[config.mk]
export PLATFORM = sky130hd
export DESIGN_NAME = cts_scan_ctrl
export DESIGN_NICKNAME = d
export VERILOG_FILES = /design/src/rtl/cts_pkg.sv /design/src/rtl/cts_buzzer.sv /design/src/rtl/cts_detect.sv /design/src/rtl/cts_scan_ctrl.sv
export SDC_FILE = /design/constraint.sdc
export NUM_CORES = 2
export LEC_CHECK = 0
export BUFFER_PORTS_ARGS = -buffer_cell sky130_fd_sc_hd__buf_2
export CELL_PAD_IN_SITES_DETAIL_PLACEMENT = 1
export CELL_PAD_IN_SITES_GLOBAL_PLACEMENT = 2
export CORE_MARGIN = 4
export CORE_UTILIZATION = 40
export CTS_CLUSTER_SIZE = 16
export DETAILED_ROUTE_END_ITERATION = 12
export GPL_ROUTABILITY_DRIVEN = 0
export PLACE_DENSITY_LB_ADDON = 0.1
export REMOVE_ABC_BUFFERS = 1
export SLEW_MARGIN = 20
export SYNTH_ARGS = -nofsm -noshare
export SYNTH_HDL_FRONTEND = slang
export SYNTH_SLANG_ARGS = --single-unit
[constraint.sdc]
create_clock -name ref_clk -period 5.08 [get_ports ref_clk]
set_input_delay 0.762 -clock ref_clk [delete_from_list [all_inputs] [get_ports ref_clk]]
set_output_delay 0.762 -clock ref_clk [all_outputs]
set_load 0.05 [all_outputs]
[src/rtl/cts_pkg.sv]
// constants and types shared by the touch scan controller
package cts_pkg;
  localparam int          CTS_CLK_HZ          = 100_000_000;
  localparam int          CTS_NUM_SENSE       = 8;
  localparam int          CTS_TICK_W          = 16;
  localparam int          CTS_PER_W           = 32;
  localparam int          CTS_MIN_PERIOD_MS   = 15;
  localparam int          CTS_ACTIVE_MS       = 30;
  localparam int          CTS_DOZE_MS         = 195;
  localparam int          CTS_BUZ_PHASE_MS    = 15;
  localparam int          CTS_BUZ_F1_HZ       = 4000;
  localparam int          CTS_BUZ_F2_HZ       = 8000;
  localparam int          CTS_PASSIVE_MS      = 5000;
  localparam int          CTS_CYC_PER_MS      = CTS_CLK_HZ / 1000;
  localparam logic [31:0] CTS_MIN_PERIOD_CYC  = 32'(CTS_MIN_PERIOD_MS * CTS_CYC_PER_MS);
  localparam logic [31:0] CTS_ACTIVE_CYC      = 32'(CTS_ACTIVE_MS * CTS_CYC_PER_MS);
  localparam logic [31:0] CTS_DOZE_CYC        = 32'(CTS_DOZE_MS * CTS_CYC_PER_MS);
  localparam logic [31:0] CTS_PASSIVE_CYC     = 32'(CTS_PASSIVE_MS * CTS_CYC_PER_MS);
  localparam logic [31:0] CTS_BUZ_PHASE_CYC   = 32'(CTS_BUZ_PHASE_MS * CTS_CYC_PER_MS);
  // half periods of the square wave
  localparam logic [15:0] CTS_BUZ_HALF1_CYC   = 16'(CTS_CLK_HZ / (2 * CTS_BUZ_F1_HZ));
  localparam logic [15:0] CTS_BUZ_HALF2_CYC   = 16'(CTS_CLK_HZ / (2 * CTS_BUZ_F2_HZ));
  localparam logic [15:0] CTS_THRESH_DEF      = 16'h0100;
  localparam logic [15:0] CTS_HYST_DEF        = 16'h0010;
  localparam logic [1:0]  CTS_MODE_AUTO       = 2'h0;
  localparam logic [1:0]  CTS_MODE_ACTIVE     = 2'h1;
  localparam logic [1:0]  CTS_MODE_DOZE       = 2'h2;
  localparam logic [1:0]  CTS_MODE_SLEEP      = 2'h3;

  typedef enum logic [2:0] {
    CTS_OP_ACTIVE = 3'b001,
    CTS_OP_DOZE   = 3'b010,
    CTS_OP_SLEEP  = 3'b100
  } cts_op_e;

  typedef enum logic [3:0] {
    CTS_PH_WAIT  = 4'b0001,
    CTS_PH_SENSE = 4'b0010,
    CTS_PH_GRAB  = 4'b0100,
    CTS_PH_PROC  = 4'b1000
  } cts_phase_e;
endpackage : cts_pkg

[src/rtl/cts_buzzer.sv]
// two-phase square wave buzzer generator
`timescale 1ns/1ps
module cts_buzzer
  import cts_pkg::*;
(
  input  wire logic        ref_clk,
  input  wire logic        srst,
  input  wire logic        start,
  input  wire logic        enable,
  input  wire logic        idle_level,
  input  wire logic [15:0] half1_cyc,
  input  wire logic [15:0] half2_cyc,
  input  wire logic [31:0] phase1_cyc,
  input  wire logic [31:0] phase2_cyc,
  output logic             pin,
  output logic             busy
);
  logic [1:0]  phase_r;
  logic [31:0] dur_r;
  logic [15:0] half_r;
  logic        pin_r;
  logic [15:0] half_lim;

  assign half_lim = (phase_r == 2'h1) ? half1_cyc : half2_cyc;
  assign pin      = pin_r;
  assign busy     = (phase_r != 2'h0);

  always_ff @(posedge ref_clk) begin
    if (srst) begin
      phase_r <= 2'h0;
      dur_r   <= '0;
    end else if (phase_r == 2'h0) begin
      if (start && enable) begin
        phase_r <= 2'h1;
        dur_r   <= '0;
      end
    end else if ((dur_r + 32'h1) >= ((phase_r == 2'h1) ? phase1_cyc : phase2_cyc)) begin
      phase_r <= (phase_r == 2'h1) ? 2'h2 : 2'h0;
      dur_r   <= '0;
    end else begin
      dur_r <= dur_r + 32'h1;
    end
  end

  always_ff @(posedge ref_clk) begin
    if (srst) begin
      half_r <= '0;
      pin_r  <= 1'b0;
    end else if (phase_r == 2'h0) begin
      half_r <= '0;
      pin_r  <= idle_level;
    end else if ((half_r + 16'h1) >= half_lim) begin
      half_r <= '0;
      pin_r  <= ~pin_r;
    end else begin
      half_r <= half_r + 16'h1;
    end
  end
endmodule : cts_buzzer

[src/rtl/cts_detect.sv]
// one hysteresis touch detector for one sense input
`timescale 1ns/1ps
module cts_detect
  import cts_pkg::*;
(
  input  wire logic                  ref_clk,
  input  wire logic                  srst,
  input  wire logic                  update,
  input  wire logic [CTS_TICK_W-1:0] ticks,
  input  wire logic [CTS_TICK_W-1:0] thresh,
  input  wire logic [CTS_TICK_W-1:0] hyst,
  output logic                       touched
);
  logic [CTS_TICK_W:0] on_lvl;
  logic [CTS_TICK_W:0] off_lvl;
  logic                touched_r;

  assign on_lvl  = {1'b0, thresh} + {1'b0, hyst};
  // clamp at zero so a large hysteresis cannot wrap
  assign off_lvl = (thresh > hyst) ? {1'b0, thresh - hyst} : '0;
  assign touched = touched_r;

  always_ff @(posedge ref_clk) begin
    if (srst) begin
      touched_r <= 1'b0;
    end else if (update) begin
      if (!touched_r && ({1'b0, ticks} >= on_lvl)) begin
        touched_r <= 1'b1;
      end else if (touched_r && ({1'b0, ticks} < off_lvl)) begin
        touched_r <= 1'b0;
      end
    end
  end
endmodule : cts_detect

[src/rtl/cts_scan_ctrl.sv]
// scan sequencer, mode control and result reporting of the touch controller
`timescale 1ns/1ps
module cts_scan_ctrl
  import cts_pkg::*;
#(
  parameter logic [31:0] ACTIVE_CYC  = CTS_ACTIVE_CYC,
  parameter logic [31:0] DOZE_CYC    = CTS_DOZE_CYC,
  parameter logic [31:0] PASSIVE_CYC = CTS_PASSIVE_CYC,
  parameter logic [31:0] BUZ_PH_CYC  = CTS_BUZ_PHASE_CYC,
  parameter logic [31:0] MIN_PER_CYC = CTS_MIN_PERIOD_CYC
)
(
  input  wire logic                    ref_clk,
  input  wire logic                    srst,
  // analog front end: one conversion per request
  output logic                         sense_req,
  output logic [2:0]                   sense_sel,
  input  wire logic                    sense_done,
  input  wire logic [CTS_TICK_W-1:0]   sense_ticks,
  // stored parameters, applied once at boot
  input  wire logic                    param_store_valid,
  input  wire logic [7:0]              store_sense_enable,
  input  wire logic [CTS_TICK_W-1:0]   store_thresh,
  input  wire logic [CTS_TICK_W-1:0]   store_hyst,
  input  wire logic [31:0]             store_active_period,
  input  wire logic [31:0]             store_doze_period,
  // host side, already decoded from the serial bus
  input  wire logic                    host_access,
  input  wire logic                    host_status_read,
  input  wire logic                    host_wr_valid,
  input  wire logic [3:0]              host_wr_sel,
  input  wire logic [31:0]             host_wr_data,
  input  wire logic [2:0]              host_wr_chan,
  // results
  output logic [7:0]                   button_state,
  output logic                         prox_state,
  output logic [7:0]                   pin_out,
  output logic                         buzzer_pin,
  output logic                         host_alert_n,
  output logic [2:0]                   op_mode,
  output logic                         low_power
);
  // host write selectors
  localparam logic [3:0] WR_ENABLE   = 4'h0;
  localparam logic [3:0] WR_THRESH   = 4'h1;
  localparam logic [3:0] WR_HYST     = 4'h2;
  localparam logic [3:0] WR_ACT_PER  = 4'h3;
  localparam logic [3:0] WR_DOZE_PER = 4'h4;
  localparam logic [3:0] WR_PASSIVE  = 4'h5;
  localparam logic [3:0] WR_OPMODE   = 4'h6;
  localparam logic [3:0] WR_PROX     = 4'h7;
  localparam logic [3:0] WR_BUZ_CFG  = 4'h8;
  localparam logic [3:0] WR_BUZ_F    = 4'h9;
  localparam logic [3:0] WR_BUZ_D1   = 4'hA;
  localparam logic [3:0] WR_BUZ_D2   = 4'hB;

  ////////////////////////////////////////////////////////////////////////////
  // parameter set
  logic [7:0]            sense_en_r;
  logic [CTS_TICK_W-1:0] thresh_r [CTS_NUM_SENSE];
  logic [CTS_TICK_W-1:0] hyst_r;
  logic [31:0]           act_per_r;
  logic [31:0]           doze_per_r;
  logic [31:0]           passive_r;
  logic [1:0]            mode_sel_r;
  logic                  prox_en_r;
  logic                  buz_en_r;
  logic                  buz_idle_r;
  logic [15:0]           buz_half1_r;
  logic [15:0]           buz_half2_r;
  logic [31:0]           buz_d1_r;
  logic [31:0]           buz_d2_r;
  logic                  booted_r;
  logic                  wr_param;

  assign wr_param = host_wr_valid && booted_r;

  // clamp so the period can never drop below the minimum
  function automatic logic [31:0] clamp_per(input logic [31:0] p);
    clamp_per = (p < MIN_PER_CYC) ? MIN_PER_CYC : p;
  endfunction : clamp_per

  always_ff @(posedge ref_clk) begin
    if (srst) begin
      booted_r   <= 1'b0;
      sense_en_r <= 8'hFF;
      hyst_r     <= CTS_HYST_DEF;
      act_per_r  <= ACTIVE_CYC;
      doze_per_r <= DOZE_CYC;
      passive_r  <= PASSIVE_CYC;
      mode_sel_r <= CTS_MODE_AUTO;
      prox_en_r  <= 1'b0;
      buz_en_r   <= 1'b1;
      buz_idle_r <= 1'b0;
      buz_half1_r <= CTS_BUZ_HALF1_CYC;
      buz_half2_r <= CTS_BUZ_HALF2_CYC;
      buz_d1_r   <= BUZ_PH_CYC;
      buz_d2_r   <= BUZ_PH_CYC;
    end else if (!booted_r) begin
      booted_r <= 1'b1;
      if (param_store_valid) begin
        sense_en_r <= store_sense_enable;
        hyst_r     <= store_hyst;
        act_per_r  <= clamp_per(store_active_period);
        doze_per_r <= clamp_per(store_doze_period);
      end
    end else if (wr_param) begin
      unique case (host_wr_sel)
        WR_ENABLE:   sense_en_r <= host_wr_data[7:0];
        WR_HYST:     hyst_r     <= host_wr_data[CTS_TICK_W-1:0];
        WR_ACT_PER:  act_per_r  <= clamp_per(host_wr_data);
        WR_DOZE_PER: doze_per_r <= clamp_per(host_wr_data);
        WR_PASSIVE:  passive_r  <= host_wr_data;
        WR_OPMODE:   mode_sel_r <= host_wr_data[1:0];
        WR_PROX:     prox_en_r  <= host_wr_data[0];
        WR_BUZ_CFG: begin
          buz_en_r   <= host_wr_data[0];
          buz_idle_r <= host_wr_data[1];
        end
        WR_BUZ_F: begin
          buz_half1_r <= host_wr_data[15:0];
          buz_half2_r <= host_wr_data[31:16];
        end
        WR_BUZ_D1:   buz_d1_r <= host_wr_data;
        WR_BUZ_D2:   buz_d2_r <= host_wr_data;
        default:     ;
      endcase
    end
  end

  // thresholds are per sensor; all start from one stored value
  always_ff @(posedge ref_clk) begin
    for (int i = 0; i < CTS_NUM_SENSE; i++) begin
      if (srst) begin
        thresh_r[i] <= CTS_THRESH_DEF;
      end else if (!booted_r && param_store_valid) begin
        thresh_r[i] <= store_thresh;
      end else if (wr_param && host_wr_sel == WR_THRESH && host_wr_chan == 3'(i)) begin
        thresh_r[i] <= host_wr_data[CTS_TICK_W-1:0];
      end
    end
  end

  ////////////////////////////////////////////////////////////////////////////
  // operating mode
  cts_op_e     op_r;
  logic [31:0] idle_cnt_r;
  logic        any_touch;
  logic        proc_pulse;

  always_ff @(posedge ref_clk) begin
    if (srst) begin
      op_r <= CTS_OP_ACTIVE;
    end else if (mode_sel_r == CTS_MODE_ACTIVE) begin
      op_r <= CTS_OP_ACTIVE;
    end else if (mode_sel_r == CTS_MODE_DOZE) begin
      op_r <= CTS_OP_DOZE;
    end else if (mode_sel_r == CTS_MODE_SLEEP && !host_access) begin
      op_r <= CTS_OP_SLEEP;
    end else begin
      unique case (op_r)
        CTS_OP_SLEEP:  op_r <= CTS_OP_ACTIVE;
        CTS_OP_DOZE:   if (proc_pulse && any_touch) op_r <= CTS_OP_ACTIVE;
        CTS_OP_ACTIVE: if (passive_r != '0 && idle_cnt_r >= passive_r) op_r <= CTS_OP_DOZE;
      endcase
    end
  end

  // inactivity counter; zero setting disables the move to doze
  always_ff @(posedge ref_clk) begin
    if (srst || any_touch || host_access || op_r != CTS_OP_ACTIVE) begin
      idle_cnt_r <= '0;
    end else if (idle_cnt_r != 32'hFFFF_FFFF) begin
      idle_cnt_r <= idle_cnt_r + 32'h1;
    end
  end

  ////////////////////////////////////////////////////////////////////////////
  // scan sequencer
  cts_phase_e           ph_r;
  logic [31:0]          per_cnt_r;
  logic [2:0]           chan_r;
  logic [CTS_TICK_W-1:0] samp_r [CTS_NUM_SENSE];
  logic [31:0]          cur_per;
  logic                 per_done;
  logic                 last_en;
  logic                 req_r;

  assign cur_per  = (op_r == CTS_OP_DOZE) ? doze_per_r : act_per_r;
  assign per_done = (per_cnt_r + 32'h1) >= cur_per;
  // no enabled channel above the current one
  assign last_en  = ((sense_en_r >> chan_r) >> 1) == 8'h00;
  assign proc_pulse = (ph_r == CTS_PH_PROC);

  // period timer runs free so sense time is part of the period
  always_ff @(posedge ref_clk) begin
    if (srst || op_r == CTS_OP_SLEEP || per_done) begin
      per_cnt_r <= '0;
    end else begin
      per_cnt_r <= per_cnt_r + 32'h1;
    end
  end

  always_ff @(posedge ref_clk) begin
    if (srst) begin
      ph_r   <= CTS_PH_WAIT;
      chan_r <= '0;
      req_r  <= 1'b0;
    end else begin
      unique case (ph_r)
        CTS_PH_WAIT: begin
          req_r <= 1'b0;
          if (per_done && op_r != CTS_OP_SLEEP) begin
            ph_r   <= (sense_en_r == 8'h00) ? CTS_PH_PROC : CTS_PH_SENSE;
            chan_r <= '0;
          end
        end
        CTS_PH_SENSE: begin
          if (op_r == CTS_OP_SLEEP) begin
            ph_r <= CTS_PH_WAIT;
          end else if (!sense_en_r[chan_r]) begin
            chan_r <= chan_r + 3'h1;
          end else if (!req_r) begin
            req_r <= 1'b1;
          end else if (sense_done) begin
            req_r <= 1'b0;
            ph_r  <= CTS_PH_GRAB;
          end
        end
        CTS_PH_GRAB: begin
          if (last_en) begin
            ph_r <= CTS_PH_PROC;
          end else begin
            chan_r <= chan_r + 3'h1;
            ph_r   <= CTS_PH_SENSE;
          end
        end
        CTS_PH_PROC: ph_r <= CTS_PH_WAIT;
      endcase
    end
  end

  always_ff @(posedge ref_clk) begin
    for (int i = 0; i < CTS_NUM_SENSE; i++) begin
      if (srst) begin
        samp_r[i] <= '0;
      end else if (ph_r == CTS_PH_SENSE && req_r && sense_done && chan_r == 3'(i)) begin
        samp_r[i] <= sense_ticks;
      end
    end
  end

  always_ff @(posedge ref_clk) begin
    if (srst) begin
      sense_req <= 1'b0;
      sense_sel <= '0;
      low_power <= 1'b1;
      op_mode   <= CTS_OP_ACTIVE;
    end else begin
      sense_req <= (ph_r == CTS_PH_SENSE) && sense_en_r[chan_r] && !req_r;
      sense_sel <= chan_r;
      low_power <= (ph_r == CTS_PH_WAIT);
      op_mode   <= op_r;
    end
  end

  ////////////////////////////////////////////////////////////////////////////
  // detection and reporting
  logic [7:0] det;
  logic [7:0] btn_mask;
  logic       buz_start_r;

  genvar g;
  generate
    for (g = 0; g < CTS_NUM_SENSE; g++) begin : g_det
      cts_detect u_det (
        .ref_clk (ref_clk),
        .srst    (srst),
        .update  (proc_pulse && sense_en_r[g]),
        .ticks   (samp_r[g]),
        .thresh  (thresh_r[g]),
        .hyst    (hyst_r),
        .touched (det[g])
      );
    end
  endgenerate

  // input 0 reports as proximity instead of a button when selected
  assign btn_mask  = prox_en_r ? 8'hFE : 8'hFF;
  assign any_touch = |(det & btn_mask & sense_en_r);

  always_ff @(posedge ref_clk) begin
    if (srst) begin
      button_state <= '0;
      prox_state   <= 1'b0;
      pin_out      <= '0;
      buz_start_r  <= 1'b0;
    end else begin
      buz_start_r <= 1'b0;
      if (ph_r == CTS_PH_WAIT && per_done && op_r != CTS_OP_SLEEP) begin
        button_state <= det & btn_mask & sense_en_r;
        prox_state   <= prox_en_r && det[0] && sense_en_r[0];
        pin_out      <= det & btn_mask & sense_en_r;
        // buzz only on a new press, not on a held one
        buz_start_r  <= |((det & btn_mask & sense_en_r) & ~button_state);
      end
    end
  end

  // alert: set on changed results, cleared by a status read; set wins
  logic [7:0] prev_rep_r;
  logic       prev_prox_r;

  always_ff @(posedge ref_clk) begin
    if (srst) begin
      prev_rep_r   <= '0;
      prev_prox_r  <= 1'b0;
      host_alert_n <= 1'b1;
    end else begin
      prev_rep_r  <= button_state;
      prev_prox_r <= prox_state;
      if (prev_rep_r != button_state || prev_prox_r != prox_state) begin
        host_alert_n <= 1'b0;
      end else if (host_status_read) begin
        host_alert_n <= 1'b1;
      end
    end
  end

  cts_buzzer u_buz (
    .ref_clk    (ref_clk),
    .srst       (srst),
    .start      (buz_start_r),
    .enable     (buz_en_r),
    .idle_level (buz_idle_r),
    .half1_cyc  (buz_half1_r),
    .half2_cyc  (buz_half2_r),
    .phase1_cyc (buz_d1_r),
    .phase2_cyc (buz_d2_r),
    .pin        (buzzer_pin),
    .busy       ()
  );
endmodule : cts_scan_ctrl

======== Yosys cells after proc, flatten, opt, wreduce, memory -nomap -nowiden ========
Memories as Yosys holds them, arrays and structs flattened.
Index checks and enable logic that the tools add are counted.
word-level totals
  register bits ........................... 384
  memory bits (read-only) ................. 0
  bits in writable memories ............... 256
  latch bits .............................. 0
  memories kept ........................... 2
  input bits .............................. 166
  output and inout port bits .............. 27
cells by class
  order comparisons ....................... 32
  eq/ne operators ......................... 59
  multipliers ............................. 0
  add/sub/neg operators ................... 21
  bitwise logic cells ..................... 30
  muxes and demuxes ....................... 169
  reduce and logical (&&, ||, !) cells .... 125
  div/mod/pow operators ................... 0
  shifts and indexed selects .............. 1
memories
  memory    words  bits a word  read ports  clocked after Yosys merged registers in  write ports  line                  RTL
  samp_r    8      16           8           0                                        8            cts_scan_ctrl.sv:183  logic [CTS_TICK_W-1:0] samp_r [CTS_NUM_SENSE];
  thresh_r  8      16           8           0                                        8            cts_scan_ctrl.sv:60   logic [CTS_TICK_W-1:0] thresh_r [CTS_NUM_SENSE];
operators by type and width
  kind                                                          number
  two-way mux 16 bit                                            37
  two-way mux 32 bit                                            16
  adder 16 x 16 -> 17 bit                                       8
  greater-or-equal comparator 16 x 17 -> 1 bit                  8
  less-than comparator 16 x 17 -> 1 bit                         8
  greater-than comparator 16 bit                                8
  subtractor 16 bit                                             8
  adder 32 x 1 -> 32 bit, second input constant                 3
  greater-or-equal comparator 32 bit                            3
  less-than comparator 32 x 21 -> 1 bit, second input constant  3
  two-way mux 1 bit                                             88
  logical AND 1 bit                                             56
  AND reduction 3 bit                                           12
  two-way mux 8 bit                                             4
  inequality test 32 bit, second input constant                 1
  nonzero test 32 bit                                           1
  two-way mux 4 bit                                             7
  equality test 3 bit, second input constant                    9
  nonzero test 2 bit                                            13
  bitwise AND 8 bit                                             3
  bitwise OR 1 bit                                              24
  AND reduction 2 bit                                           11
  two-way mux 3 bit                                             7
  equality test 4 x 3 -> 1 bit, second input constant           5
  38 further kinds                                              94

======== Longest topological paths before layout ========
  depth in word-level cells ............... 9
  depth in mapped cells ................... 21

======== By module ========
Synthesis repeated with hierarchy kept, for this count alone.
second synthesis, totals
  cell total of the unflattened synthesis .. 5561
  area total of the unflattened synthesis .. 48804.3 um^2
by module, submodules not included
  module                            area an instance (um^2)  cells an instance  instances
  cts_scan_ctrl                     25290.5                  2477               1
  cts_detect at g_det[1].u_det ...  2368.5                   316                4
  cts_detect at g_det[3].u_det ...  2522.4                   349                2
  cts_buzzer                        4047.6                   438                1
  cts_detect at g_det[0].u_det      2513.7                   345                1
  cts_detect at g_det[2].u_det      2433.6                   339                1

======== Worst setup path after synthesis ========
No wires, ideal clock.
  path kind ............................... reg-to-reg
  start point ............................. reg hyst_r[1]
  end point ............................... reg g_det[0].u_det.touched_r
  arrival time ............................ 4.472 ns
  stages on the path, launching flop included .. 18
  required time ........................... 4.962 ns
  path buffers ............................ 0
  path slack .............................. 0.490 ns
  cell sequence ........................... dfxtp_1 -> inv_1 -> ha_1 -> nor2b_1 -> o211ai_1 -> a31oi_1 -> o311ai_0 -> a21oi_1 -> o21a_1 -> o21ai_0 -> nand3b_1 -> ha_1 -> nand2_1 -> nand4b_1 -> a2111oi_0 -> nand2b_1 -> a21oi_1 -> o2bb2ai_1
between the ends
  longest elaborated chain between the ends .. 6
  elaborated cells on any way between the ends .. 11
  classes of those cells .................. add/sub: 2; order compare: 3; mux: 2; reduce/logical: 4
ends and longest elaborated chain
  what                                                                 line                  RTL
  start, declared                                                      cts_scan_ctrl.sv:61   logic [CTS_TICK_W-1:0] hyst_r;
  start signal, assigned                                               cts_scan_ctrl.sv:103  hyst_r <= store_hyst;
  start signal, assigned                                               cts_scan_ctrl.sv:110  WR_HYST: hyst_r <= host_wr_data[CTS_TICK_W-1:0];
  subtractor 16 bit or greater-than comparator 16 bit (tied branches)  cts_detect.sv:20      assign off_lvl = (thresh > hyst) ? {1'b0, thresh - hyst} : '0;
  two-way mux 16 bit                                                   cts_detect.sv:20
  less-than comparator 16 x 17 -> 1 bit                                cts_detect.sv:29      end else if (touched_r && ({1'b0, ticks} < off_lvl)) begin
  logical AND 1 bit                                                    cts_detect.sv:29
  nonzero test 2 bit (no line)                                         --
  AND reduction 2 bit (no line)                                        --
  end signal, assigned                                                 cts_detect.sv:25      touched_r <= 1'b0;
  end signal, assigned                                                 cts_detect.sv:28      touched_r <= 1'b1;
  end signal, assigned                                                 cts_detect.sv:30      touched_r <= 1'b0;
  end, declared                                                        cts_detect.sv:16      logic touched_r;
Parallel ways exist; a longest one is shown, timed or not.
A chain may end at the register's enable or synchronous reset.

======== Worst setup path in the final report ========
  start point ............................. reg hyst_r[2]
  end point ............................... reg g_det[1].u_det.touched_r
between the ends
  longest elaborated chain between the ends .. 6
  elaborated cells on any way between the ends .. 11
  classes of those cells .................. add/sub: 2; order compare: 3; mux: 2; reduce/logical: 4
ends and longest elaborated chain
  what                                                                 line
  subtractor 16 bit or greater-than comparator 16 bit (tied branches)  cts_detect.sv:20
  two-way mux 16 bit                                                   cts_detect.sv:20
  less-than comparator 16 x 17 -> 1 bit                                cts_detect.sv:29
  logical AND 1 bit                                                    cts_detect.sv:29
  nonzero test 2 bit (no line)                                         --
  AND reduction 2 bit (no line)                                        --
  end signal, assigned                                                 cts_detect.sv:25
  end signal, assigned                                                 cts_detect.sv:28
  end signal, assigned                                                 cts_detect.sv:30
  end, declared                                                        cts_detect.sv:16
Parallel ways exist; a longest one is shown, timed or not.

==> flow_metrics.env <==
export IMPL_die_y_um=350
export IMPL_crit_chain="inv_1 -> ha_1 -> nor2b_1 -> o21ai_0 -> a21o_1 -> a21oi_1 -> a311o_1 -> nand2_1 -> a21oi_2 -> buf_4 -> nand2_1 -> ha_1 -> a21oi_1 -> nor2b_1 -> o21ai_0 -> a21oi_1 -> a2111oi_1 -> nand2_1 -> o21ai_0 -> o22ai_1"
export IMPL_antenna_found_initial=24
export IMPL_clkLatencyLatePin_ns=0.66
export IMPL_cts_tree="done"
export IMPL_grt_start_max_net_pins=89
export IMPL_instances_no_fill=7112
export IMPL_seq_area_frac_synth_pct=32.8
export IMPL_path_max_fanout=11
export IMPL_maxSlewHeadroom_pct=25.4
export IMPL_worstPathBufferInverterCount=2
export IMPL_drive_gt1_share_pct=9.84
export IMPL_io_buffers=192
export IMPL_place_area_um2=49700
export IMPL_crit_family="compound AO/OA/AOI/OAI gates"
export IMPL_p_total_uw=15500
export IMPL_slowest_stage="ha_1"
export IMPL_setup_violations=0
export IMPL_hold_slack_ns=0.379
export IMPL_fp_dieW_um=350
export IMPL_path_clk_slew_ns=0.06
export IMPL_worstSetupStartpointType="flip-flop"
export IMPL_io_pins=193
export IMPL_critPathMaxStageDelay_ns=0.57
export IMPL_crit_type="flip-flop to flip-flop"
export IMPL_maxCapViolCount=0
export IMPL_synth_warnings=0
export IMPL_fin_area_um2=52400
export IMPL_worstPathRequired_ns=5.62
export IMPL_start_util_pct=40.3
export IMPL_synth_top_cell_area_share_pct=16.7
export IMPL_final_nets=6323
export IMPL_synth_common_cells="nand2_1, ha_1, dfxtp_1, a21oi_1, nor2_1"
export IMPL_numClockSinks=640
export IMPL_synth_seq_cells=640
export IMPL_fmax_mhz=210
export IMPL_synth_edff_count=256
export IMPL_r2r_setup_slack_ns=0.33
export IMPL_num_rows=125
export IMPL_hold_buffers=0
export IMPL_detail_route_wl_per_cell_um=27.2
export IMPL_fillers=13600
export IMPL_rsz0062_at_grt="no"
export IMPL_synthArstFlopShare_pct=0
export IMPL_dr_first_iter_drc_count=2980
export IMPL_netlist_instances=5391
export IMPL_finalMaxSlewViolations=0
export IMPL_vdd_ir_drop_max_mv=0.214
export IMPL_grt_pass1_vias=42000
export IMPL_finalHoldViolCount=0
export IMPL_cp_arrival_ns=5.29
export IMPL_vias_per_cell=5.84
export IMPL_grt_pass1_wl_um=280000
export IMPL_dp_hpwl_um=141000
export IMPL_grt_overflow=0
export IMPL_htree_levels=3
export IMPL_clock_root_buffer="clkbuf_16"
export IMPL_dr_pass1_iters=5
export IMPL_drc_errors=0
export IMPL_fin_crit_ns=4.75
export IMPL_postLayoutCoreUtil_pct=45.1
export IMPL_ys_types=101
export IMPL_core_um2=116000
export IMPL_clock_path_buffers=3
export IMPL_power_density_nw_per_um2=296
export IMPL_yosysTopAreaCell="ha_1"
export IMPL_outcome="finished clean"
export IMPL_antenna_left=0
export IMPL_p_leak_uw=0.0226
export IMPL_synthFlopType="dfxtp_1"
export IMPL_placed_cells=6955
export IMPL_routed_wl_um=193000
export IMPL_area_delta_synth_final_pct=11.9
export IMPL_track_usage_pct=30.9
export IMPL_hp_class="primary input to flip-flop"
export IMPL_postCtsSetupBuffers=0
export IMPL_cp_end_kind="flip-flop"
export IMPL_synth_top_cells_by_area="ha_1, dfxtp_1, edfxtp_1"
export IMPL_cts_made_buffers=82
export IMPL_syn_area_per_cell_um2=8.69
export IMPL_syn_area_um2=46900
export IMPL_worst_pin_slew_ns=1.12
export IMPL_via_count=41500
export IMPL_synth_most_common_cell="nand2_1"
export IMPL_clock_skew_ns=0.0217
export IMPL_fp_dieArea_um2=123000
export IMPL_min_period_over_period_pct=93.6
-- worst paths after layout --
kind | start | to | cells past startpoint
max | hyst_r[2] | g_det[1].u_det.touched | 20
min | store_active_period[1] | act_per_r[1] | 3
max reg2reg | hyst_r[2] | g_det[1].u_det.touched | 20
min reg2reg | buz_d1_r[19] | buz_d1_r[19] | 2
-- registers in the layout (all words and copies together) (netlist names), 4 cells and up --
register,count
prev_rep_r,8
buz_d2_r,32
g_det.u_det.touched,8
act_per_r,32
buz_half1_r,16
idle_cnt_r,32
u_buz.dur_r,32
pin_out,8
buz_d1_r,32
sense_en_r,8
u_buz.half_r,16
passive_r,32
samp_r,128
hyst_r,16
ph_r,4
thresh_r,128
doze_per_r,32
buz_half2_r,16
per_cnt_r,32
-- cell families after synthesis --
family / synth area share (%)
flip-flops: 32.8
multiplexers: 2.68
XOR/XNOR: 5.49
buffers and inverters: 4.20
AO/OA/AOI/OAI: 16.5
AND/OR/NAND/NOR: 20.9
adder cells (fa/ha/maj): 17.4
-- worst register-to-register path, delay by kind of cell, from the launching register on --
kind / cells / cell delay (ns)
AO/OA/AOI/OAI: 11 / 2.47
adder cells (fa/ha/maj): 2 / 0.89
AND/OR/NAND/NOR: 5 / 0.50
buffers and inverters: 2 / 0.47
flip-flops: 1 / 0.32
-- layout by cell type (no fill, tap or decap), types with 50 or more instances in the layout --
cell       instances
a211oi_1          59
a21o_1           126
a21oi_1          374
and2_1           143
and3_1            70
buf_2            191
buf_4            126
clkbuf_16         85
dfxtp_1          382
edfxtp_1         256
ha_1             626
inv_1            219
mux2i_1          114
nand2_1          818
nand2b_1          86
nand3_1          128
nand4_1           75
nor2_1           313
nor2b_1           96
nor3_1            95
o21ai_0          166
o21bai_1          50
xnor2_1          223
xor2_1            67
-- per-layer routing --
metal | track usage (%) | share of wire [%] | up-vias
met1 | 39.2 | 42 | 20500
met5 | 0 | 0.036 | -
li1 | - | - | 19400
met3 | 4.74 | 6.3 | 368
met2 | 52.0 | 47 | 1192
met4 | 13.8 | 5.0 | 10
-- where the power goes --
group,total [µW],leakage [µW],internal [µW],switching (µW)
Sequential,5640,0.00579,5510,134
Combinational,3810,0.0155,1410,2400
Clock,6060,0.00134,3570,2490
Total,15500,0.0226,10500,5020
-- through the flow --
stage	setup WS (ns)	TNS [ns]
finish	0.328	0
global route	0.0416	0
CTS	0.305	0
detailed placement	0.337	0
global placement	0.395	0
floorplan	-1.86	-127.73
-- timing repair --
action / CTS / global route
setup endpoints to repair: 0 / 2
gates resized for setup: 0 / 2
endpoints found under the hold margin: 0 / 0
-- layout make-up --
type	instances	area, µm²	area share [%]
clock inverter	31	355	0.678
inverter	220	828	1.58
multi-input combinational	4252	29600	56.5
sequential	640	15400	29.3
timing repair buffer	319	1930	3.69
antenna	8	20.0	0.0382
tap	1524	1910	3.64
clock buffer	118	2380	4.54
Power figures use the tool's default switching activity.
